`config.mk`:
```
export PLATFORM = sky130hd
export DESIGN_NAME = ddly_sync
export DESIGN_NICKNAME = d
export VERILOG_FILES = /design/src/ddly_sync.v
export VERILOG_INCLUDE_DIRS = /design/src
export SDC_FILE = /design/constraint.sdc
export NUM_CORES = 1
export LEC_CHECK = 0
export BUFFER_PORTS_ARGS = -buffer_cell sky130_fd_sc_hd__buf_2
export CAP_MARGIN = 30
export CORE_ASPECT_RATIO = 2
export CORE_MARGIN = 2
export CORE_UTILIZATION = 40
export DETAILED_ROUTE_END_ITERATION = 10
export SLEW_MARGIN = 20
export SYNTH_ARGS = -nofsm -noshare
export SYNTH_HDL_FRONTEND = slang
export SYNTH_SLANG_ARGS = --single-unit
```
`constraint.sdc`:
```
create_clock -name clk_sys_in -period 3.34 [get_ports clk_sys_in]
set_input_delay 0.668 -clock clk_sys_in [delete_from_list [all_inputs] [get_ports clk_sys_in]]
set_output_delay 0.668 -clock clk_sys_in [all_outputs]
set_load 0.01 [all_outputs]
```
`src/ddly_sync_map.vh`:
```
// Purpose: Constants for the qualified dynamic digital delay sync block
// Assumes: All counts are cycles of the distribution path clock
// Notes: Register offsets are byte addresses on an AXI4-Lite slave
`ifndef DDLY_SYNC_MAP_VH
`define DDLY_SYNC_MAP_VH
`define NUM_GROUPS 6
`define GRP_IDX_W 3
`define DDLY_W 10
`define DDLY_RST 10'h005
// Register byte offsets: group config at 0x00..0x14, then control/status
`define OFS_GRP0 8'h00
`define OFS_GRP5 8'h14
`define OFS_CTRL 8'h18
`define OFS_STAT 8'h1C
// Group config fields
`define GF_DDLY_LSB 0
`define GF_DDLY_MSB 9
`define GF_HS 16
`define GF_EXEMPT 17
// Control fields
`define CF_QUAL_EN 0
`define CF_AUTO 1
`define CF_POL_INV 2
`define CF_QSEL_LSB 4
`define CF_QSEL_MSB 6
// Timing counts in distribution cycles
`define QUAL_TO_PULSE 4'h3
`define PULSE_WIDTH 4'h3
`define PULSE_TO_LOW 4'h5
`define PULSE_TO_RISE 4'h5
`define CTRL_RST 32'h00000000
`endif

```
`src/ddly_sync.v`:
```
// Purpose: Qualified sync sequencer with per-group digital delay release
// Assumes: Distribution clock is clk_sys_in; output clocks arrive as inputs
// Notes: Group run outputs are gate enables for the dividers, high = running
`timescale 1ns/1ps
`include "ddly_sync_map.vh"
module ddly_sync (
    input wire clk_sys_in,
    input wire resetn_in,
    input wire sync_pin_in,
    input wire [`NUM_GROUPS-1:0] out_clk_in,
    input wire [31:0] s_axi_awaddr,
    input wire s_axi_awvalid,
    output reg s_axi_awready,
    input wire [31:0] s_axi_wdata,
    input wire [3:0] s_axi_wstrb,
    input wire s_axi_wvalid,
    output reg s_axi_wready,
    output reg [1:0] s_axi_bresp,
    output reg s_axi_bvalid,
    input wire s_axi_bready,
    input wire [31:0] s_axi_araddr,
    input wire s_axi_arvalid,
    output reg s_axi_arready,
    output reg [31:0] s_axi_rdata,
    output reg [1:0] s_axi_rresp,
    output reg s_axi_rvalid,
    input wire s_axi_rready,
    output reg [`NUM_GROUPS-1:0] grp_run_out,
    output reg [`NUM_GROUPS-1:0] grp_half_step_out,
    output reg sync_busy_out
);
    localparam ST_IDLE = 3'h0;
    localparam ST_HOLD = 3'h1;
    localparam ST_QUAL = 3'h2;
    localparam ST_WAIT = 3'h3;
    localparam ST_PULSE = 3'h4;
    localparam ST_REL = 3'h5;
    // Release count runs from the forced-low edge; the zero-delay rise is this far behind it
    localparam [3:0] REL_LEAD = `PULSE_WIDTH + `PULSE_TO_RISE - `PULSE_TO_LOW;

    reg [`DDLY_W-1:0] ddly_r [0:`NUM_GROUPS-1];
    reg [`DDLY_W-1:0] ddly_act_r [0:`NUM_GROUPS-1];
    reg [`NUM_GROUPS-1:0] hs_r;
    reg [`NUM_GROUPS-1:0] exempt_r;
    reg [31:0] ctrl_r;
    reg [2:0] pin_s1_r, pin_s2_r, pin_s3_r;
    reg pin_r;
    reg [`NUM_GROUPS-1:0] q1_r, q2_r, q3_r;
    reg [`NUM_GROUPS-1:0] qclk_r;
    reg qclk_d_r;
    reg pol_d_r;
    reg [2:0] st_r;
    reg [3:0] cnt_r;
    reg [`DDLY_W+3:0] rel_cnt_r;
    reg auto_req_r;
    reg req_lat_r;
    reg [31:0] awaddr_r;
    reg [31:0] wdata_r;
    reg aw_have_r, w_have_r;

    wire req_level = pin_r ^ ctrl_r[`CF_POL_INV];
    wire [`GRP_IDX_W-1:0] qsel = ctrl_r[`CF_QSEL_MSB:`CF_QSEL_LSB];
    wire qsel_ok = (qsel < `NUM_GROUPS);
    wire qclk_fall = qsel_ok && qclk_d_r && !qclk_r[qsel];
    wire qexempt = qsel_ok && exempt_r[qsel];
    wire pol_toggle = pol_d_r != ctrl_r[`CF_POL_INV];
    wire wr_go = aw_have_r && w_have_r && !s_axi_bvalid;
    wire [7:0] wofs = awaddr_r[7:0];
    wire wr_grp = wr_go && (wofs <= `OFS_GRP5) && (wofs[1:0] == 2'h0);
    wire [`GRP_IDX_W-1:0] widx = wofs[4:2];
    wire [`NUM_GROUPS-1:0] sync_grp = ~exempt_r;
    wire new_req = req_level | pol_toggle | auto_req_r | req_lat_r;
    wire [`NUM_GROUPS-1:0] rise_hit;

    // Pin synchroniser: change taken when stages two and three agree
    always @(posedge clk_sys_in or negedge resetn_in) begin
        if (!resetn_in) begin
            pin_s1_r <= 3'h0;
            pin_s2_r <= 3'h0;
            pin_s3_r <= 3'h0;
            pin_r <= 1'b0;
            q1_r <= {`NUM_GROUPS{1'b0}};
            q2_r <= {`NUM_GROUPS{1'b0}};
            q3_r <= {`NUM_GROUPS{1'b0}};
            qclk_r <= {`NUM_GROUPS{1'b0}};
            qclk_d_r <= 1'b0;
            pol_d_r <= 1'b0;
        end else begin
            pin_s1_r <= {2'h0, sync_pin_in};
            pin_s2_r <= pin_s1_r;
            pin_s3_r <= pin_s2_r;
            if (pin_s2_r[0] == pin_s3_r[0])
                pin_r <= pin_s3_r[0];
            q1_r <= out_clk_in;
            q2_r <= q1_r;
            q3_r <= q2_r;
            qclk_r <= (q2_r & q3_r) | (qclk_r & (q2_r | q3_r));
            qclk_d_r <= qsel_ok ? qclk_r[qsel] : 1'b0;
            pol_d_r <= ctrl_r[`CF_POL_INV];
        end
    end

    // AXI4-Lite write side; address and data may arrive in either order
    always @(posedge clk_sys_in or negedge resetn_in) begin
        if (!resetn_in) begin
            s_axi_awready <= 1'b1;
            s_axi_wready <= 1'b1;
            s_axi_bvalid <= 1'b0;
            s_axi_bresp <= 2'h0;
            aw_have_r <= 1'b0;
            w_have_r <= 1'b0;
            awaddr_r <= 32'h00000000;
            wdata_r <= 32'h00000000;
            ctrl_r <= `CTRL_RST;
            hs_r <= {`NUM_GROUPS{1'b0}};
            exempt_r <= {`NUM_GROUPS{1'b0}};
            auto_req_r <= 1'b0;
        end else begin
            auto_req_r <= 1'b0;
            if (s_axi_awvalid && s_axi_awready) begin
                awaddr_r <= s_axi_awaddr;
                aw_have_r <= 1'b1;
                s_axi_awready <= 1'b0;
            end
            if (s_axi_wvalid && s_axi_wready) begin
                wdata_r <= s_axi_wdata;
                w_have_r <= 1'b1;
                s_axi_wready <= 1'b0;
            end
            if (wr_go) begin
                s_axi_bvalid <= 1'b1;
                s_axi_bresp <= 2'h0;
                if (wr_grp) begin
                    hs_r[widx] <= wdata_r[`GF_HS];
                    exempt_r[widx] <= wdata_r[`GF_EXEMPT];
                    auto_req_r <= ctrl_r[`CF_AUTO];
                end else if (wofs == `OFS_CTRL) begin
                    ctrl_r <= wdata_r & 32'h00000077;
                end else if (wofs != `OFS_STAT) begin
                    s_axi_bresp <= 2'h2;
                end
            end
            if (s_axi_bvalid && s_axi_bready) begin
                s_axi_bvalid <= 1'b0;
                aw_have_r <= 1'b0;
                w_have_r <= 1'b0;
                s_axi_awready <= 1'b1;
                s_axi_wready <= 1'b1;
            end
        end
    end

    // Pending delay counts, and the counts in force since the last sync
    genvar g;
    generate
        for (g = 0; g < `NUM_GROUPS; g = g + 1) begin : grp
            // A stopped group restarts once the count reaches its own delay plus REL_LEAD
            assign rise_hit[g] = !grp_run_out[g] &&
                (rel_cnt_r == {4'h0, ddly_act_r[g]} + {10'h000, REL_LEAD});
            always @(posedge clk_sys_in or negedge resetn_in) begin
                if (!resetn_in) begin
                    ddly_r[g] <= `DDLY_RST;
                    ddly_act_r[g] <= `DDLY_RST;
                end else begin
                    if (wr_grp && widx == g)
                        ddly_r[g] <= wdata_r[`GF_DDLY_MSB:`GF_DDLY_LSB];
                    if (st_r == ST_PULSE && cnt_r == 4'h0 && sync_grp[g])
                        ddly_act_r[g] <= ddly_r[g];
                end
            end
        end
    endgenerate

    // AXI4-Lite read side
    always @(posedge clk_sys_in or negedge resetn_in) begin
        if (!resetn_in) begin
            s_axi_arready <= 1'b1;
            s_axi_rvalid <= 1'b0;
            s_axi_rdata <= 32'h00000000;
            s_axi_rresp <= 2'h0;
        end else if (s_axi_rvalid) begin
            if (s_axi_rready) begin
                s_axi_rvalid <= 1'b0;
                s_axi_arready <= 1'b1;
            end
        end else if (s_axi_arvalid) begin
            s_axi_arready <= 1'b0;
            s_axi_rvalid <= 1'b1;
            s_axi_rresp <= 2'h0;
            s_axi_rdata <= 32'h00000000;
            if (s_axi_araddr[7:0] <= `OFS_GRP5 && s_axi_araddr[1:0] == 2'h0)
                s_axi_rdata <= {14'h0000, exempt_r[s_axi_araddr[4:2]],
                                hs_r[s_axi_araddr[4:2]], 6'h00, ddly_r[s_axi_araddr[4:2]]};
            else if (s_axi_araddr[7:0] == `OFS_CTRL)
                s_axi_rdata <= ctrl_r;
            else if (s_axi_araddr[7:0] == `OFS_STAT)
                s_axi_rdata <= {24'h000000, 2'h0, &grp_run_out,
                                st_r, req_level, sync_busy_out};
            else
                s_axi_rresp <= 2'h2;
        end
    end

    // Sync sequencer; an unqualified sync skips the edge wait
    always @(posedge clk_sys_in or negedge resetn_in) begin
        if (!resetn_in) begin
            st_r <= ST_IDLE;
            cnt_r <= 4'h0;
            rel_cnt_r <= {(`DDLY_W+4){1'b0}};
            req_lat_r <= 1'b0;
            grp_run_out <= {`NUM_GROUPS{1'b1}};
            grp_half_step_out <= {`NUM_GROUPS{1'b0}};
            sync_busy_out <= 1'b0;
        end else begin
            grp_half_step_out <= hs_r;
            sync_busy_out <= (st_r != ST_IDLE);
            // Polarity-toggle and auto requests met while busy wait here instead of being dropped
            req_lat_r <= (st_r != ST_IDLE) & (pol_toggle | auto_req_r | req_lat_r);
            if (req_level)
                grp_run_out <= grp_run_out & exempt_r;
            case (st_r)
                ST_IDLE: begin
                    if (new_req)
                        st_r <= ST_HOLD;
                end
                ST_HOLD: begin
                    if (!req_level)
                        st_r <= ctrl_r[`CF_QUAL_EN] ? ST_QUAL : ST_WAIT;
                    cnt_r <= `QUAL_TO_PULSE - 4'h1;
                end
                ST_QUAL: begin
                    // No clock behind an out-of-range select, so do not hang
                    if (qclk_fall || !qsel_ok)
                        st_r <= ST_WAIT;
                end
                ST_WAIT: begin
                    if (cnt_r == 4'h0) begin
                        st_r <= ST_PULSE;
                        cnt_r <= `PULSE_TO_LOW - 4'h1;
                    end else
                        cnt_r <= cnt_r - 4'h1;
                end
                ST_PULSE: begin
                    if (cnt_r == 4'h0) begin
                        grp_run_out <= grp_run_out & exempt_r;
                        st_r <= ST_REL;
                        // Starts at one so a match lands on the release edge
                        rel_cnt_r <= {{(`DDLY_W+3){1'b0}}, 1'b1};
                    end else
                        cnt_r <= cnt_r - 4'h1;
                end
                ST_REL: begin
                    rel_cnt_r <= rel_cnt_r + 1'b1;
                    if (req_level) begin
                        // An active pin request restarts the whole sequence
                        st_r <= ST_HOLD;
                    end else begin
                        grp_run_out <= grp_run_out | rise_hit;
                        if (&(grp_run_out | rise_hit))
                            st_r <= ST_IDLE;
                    end
                end
                default: st_r <= ST_IDLE;
            endcase
        end
    end
endmodule

```
==> reports/qor.csv <==
stage,metric,value,unit
detailed_routing,Pre-antenna DRT Iters,5,
floorplan,io pins,168,
final_layout,share of cells above drive strength 1,28.6,%
sta,post-layout min period,3.14,ns
floorplan,Initial Util,40.5,%
run,Max-Cap Viols,0,
power_and_ir_drop,Leak,6.24,nW
floorplan,CORE AREA,0.0307,mm²
cts,CTS tree,done,
yosys,warnings from Yosys,0,
worst_setup_path,crit-path max FO,5,
cts,Post-CTS Repair Setup Buffers,0,
worst_setup_path,Crit path max-delay family,simple AND/OR/NAND/NOR gates,
power_and_ir_drop,Max VDD drop,0.573,mV
sta,period utilization,94.0,%
cts,Root Buffer,clkbuf_16,
place,IO buf count,73,
yosys,"Primary FF master, synth",dfrtp_1,
power_and_ir_drop,sequential power share,49.0,%
sta,Setup Skew,0.00915,ns
power_and_ir_drop,Pwr Density,613,mW/mm²
floorplan,Die Width,129,µm
power_and_ir_drop,Pint,5.87,mW
worst_setup_path,Reg2Reg Depth,10,
global_routing,Global Route Usage Sum,21.4,%
worst_setup_path,CP endpoint kind,register,
global_routing,vias in the first global route,9018,
yosys,Post-synth EDFFs,0,
sta,Final Hold Vio Count,0,
outcome,status,"finished, final reports clean",
final_layout,fin util,45.8,%
cts,"Clk Latency, worst-skew pair",0.52,ns
global_routing,pin count of the biggest net entering global routing,83,
cts,Hold Buf Count CTS,0,
power_and_ir_drop,clock share of power,30.8,%
worst_setup_path,R2R Setup Slk,0.20,ns
worst_setup_path,Startpoint Class,register,
worst_setup_path,CP cell instances,inv_1 > ha_1 > and4b_4 > and4b_1 > nor3_1 > o32a_1 > or4b_4 > a221oi_2 > and4_1 > o31ai_1,
yosys,Mapped Area,0.0125,mm²
sta,setup violators final,0,
worst_setup_path,RR Endpoint,st_r[0],
min_path,Hold WC Path Type,input pin to async pin,
cts,H-tree levels,1,
global_routing,GRT Residual Overflow,0,
worst_setup_path,R2R Path Start,ddly_act_r[10],
global_routing,first-pass GRT wire length,52.7,mm
place,Placed Instances,1559,
cts,CTS max path bufs,3,
worst_setup_path,highest-delay cell along the critical path,dfstp_2,
worst_setup_path,crit path kind,register to register,
detailed_routing,drt total wl,34.3,mm
final_layout,# nets final,1333,
cts,clock sinks,245,
detailed_routing,DRT iter0 DRCs,458,
yosys,Unique masters post-synth,76,
yosys,Synth area leaders,"dfrtp_1 (43%), mux2_2 (13%), dfstp_2 (7.0%)",
yosys,Yosys top cell by area,dfrtp_1,
floorplan,DIE AREA,0.0327,mm²
detailed_routing,vias per cell,5.61,
floorplan,Die Y,254,µm
final_layout,Fill cells,2872,
sta,Worst Tran Pin Value,0.738,ns
place,Post-DP HPWL,26.1,mm
power_and_ir_drop,Total Power,8.63,mW
detailed_routing,"antenna viol nets, final",0,
yosys,Yosys top cell area share,42.6,%
worst_setup_path,crit path DAT,3.53,ns
yosys,sequential fraction of the synthesis area,49.6,%
power_and_ir_drop,Net Sw Frac,32.0,%
cts,CTS resizes,0,
sta,slew margin rel.,50.7,%
final_layout,antenna diode count,0,
final_layout,Layout Area Growth over Synthesis,13.0,%
global_routing,initial antenna violation count,0,
sta,fin. max-slew vios,0,
yosys,syn_area_per_cell,11.0,µm²
yosys,ys async rst share,100,%
floorplan,FP Rows,91,
detailed_routing,DRC,0,
cts,"Clk pin slew, worst setup/hold paths",0.06,ns
sta,fmax,318,MHz
yosys,Synth Register Bits,245,
sta,Final TNS setup,0,ns
yosys,most frequent cell after synthesis,dfrtp_1,
place,GP Congestion,0.885,
worst_setup_path,"Buf+Inv Stages, Crit Path",1,
sta,RSZ-0062 raised after global routing,false,
worst_setup_path,critical path required time,3.73,ns
power_and_ir_drop,Combinational Power Share,20.2,%
cts,Num CTS Buffers,22,
detailed_routing,wire per inst,21.4,µm
yosys,commonest cells in the netlist,"dfrtp_1 (212), mux2_2 (142), nand2_1 (81), o21ai_0 (78), nor2_1 (52)",
power_and_ir_drop,NetSw,2.76,mW
detailed_routing,Vias,8975,
final_layout,Finished Layout Cells,1599,
worst_setup_path,Setup crit start,ddly_act_r[10],
yosys,post-synthesis cell count,1128,
worst_setup_path,CP max stage delay,0.56,ns
==> flip-flops by register name (all words and copies together), names as in the netlist, 3 cells and up <==
signal             flops
ddly_act_r            60
ddly_r                60
rel_cnt_r             14
s_axi_rdata           12
wdata_r               12
awaddr_r               8
ctrl_r                 6
exempt_r               6
grp_half_step_out      6
grp_run_out            6
hs_r                   6
q1_r                   6
q2_r                   6
q3_r                   6
qclk_r                 6
cnt_r                  4
st_r                   3
==> kinds of logic after synthesis <==
group / synth area share [%]
and+or+nand+nor: 12.1
xor gates and xnor gates: 4.92
AOI/OAI and AO/OA: 10.8
adders and majority gates: 1.37
muxes: 16.6
other: 0.0301
DFF: 49.6
buffers and inverters: 4.59
==> final cells by class <==
class / instances / area [µm²] / area share [%]
clock buffer: 29 / 618 / 4.39
clock inverter: 11 / 138 / 0.977
inverter: 49 / 184 / 1.31
multi-input combinational: 779 / 5800 / 41.2
sequential: 245 / 6170 / 43.8
tap: 372 / 465 / 3.31
timing repair buffer: 114 / 708 / 5.03
==> layer usage <==
layer	wire length (µm)	track usage, %
met5	0	0
met4	2490	13.9
met3	1120	1.81
met2	18400	39.3
met1	12200	23.2
==> metrics by stage <==
stage | instance area, µm² | setup WS, ns | hold WS [ns]
floorplan | 12500 | 0.462 | 0.331
CTS | 14100 | 0.180 | 0.141
finish | 14100 | 0.199 | 0.106
detailed placement | 13300 | 0.204 | 0.335
global route | 14100 | 0.0767 | 0.169
global placement | 13300 | 0.251 | 0.331
==> power groups by stage <==
stage | clock (mW) | sequential (mW) | combinational (mW)
3_5_place_dp | 0 | 4.28 | 1.75
3_3_place_gp | 0 | 4.26 | 1.71
2_1_floorplan | 0 | 3.87 | 1.28
4_1_cts | 2.74 | 4.22 | 1.76
5_1_grt | 2.84 | 4.29 | 1.92
6_report | 2.66 | 4.23 | 1.74
==> worst max path at each step <==
stage               endpoint  cells past startpoint  slack [ns]
detailed placement   st_r[0]                     10        0.20
floorplan            st_r[0]                     10        0.46
global placement     st_r[0]                     10        0.25
CTS                  st_r[0]                     10        0.18
finish               st_r[0]                     10        0.20
global route         st_r[2]                     10        0.08
==> layout by cell type, fill, tap and decap left out, types with 25 or more instances in the layout <==
master and count:
a21oi_1 37, buf_2 72, buf_4 39, dfrtp_1 212, dfstp_2 33, inv_1 48
mux2_2 142, nand2_1 81, nand3_1 33, nor2_1 52, o21ai_0 78, xnor2_1 45
xor2_1 25
(Power assumes the default switching activity.)
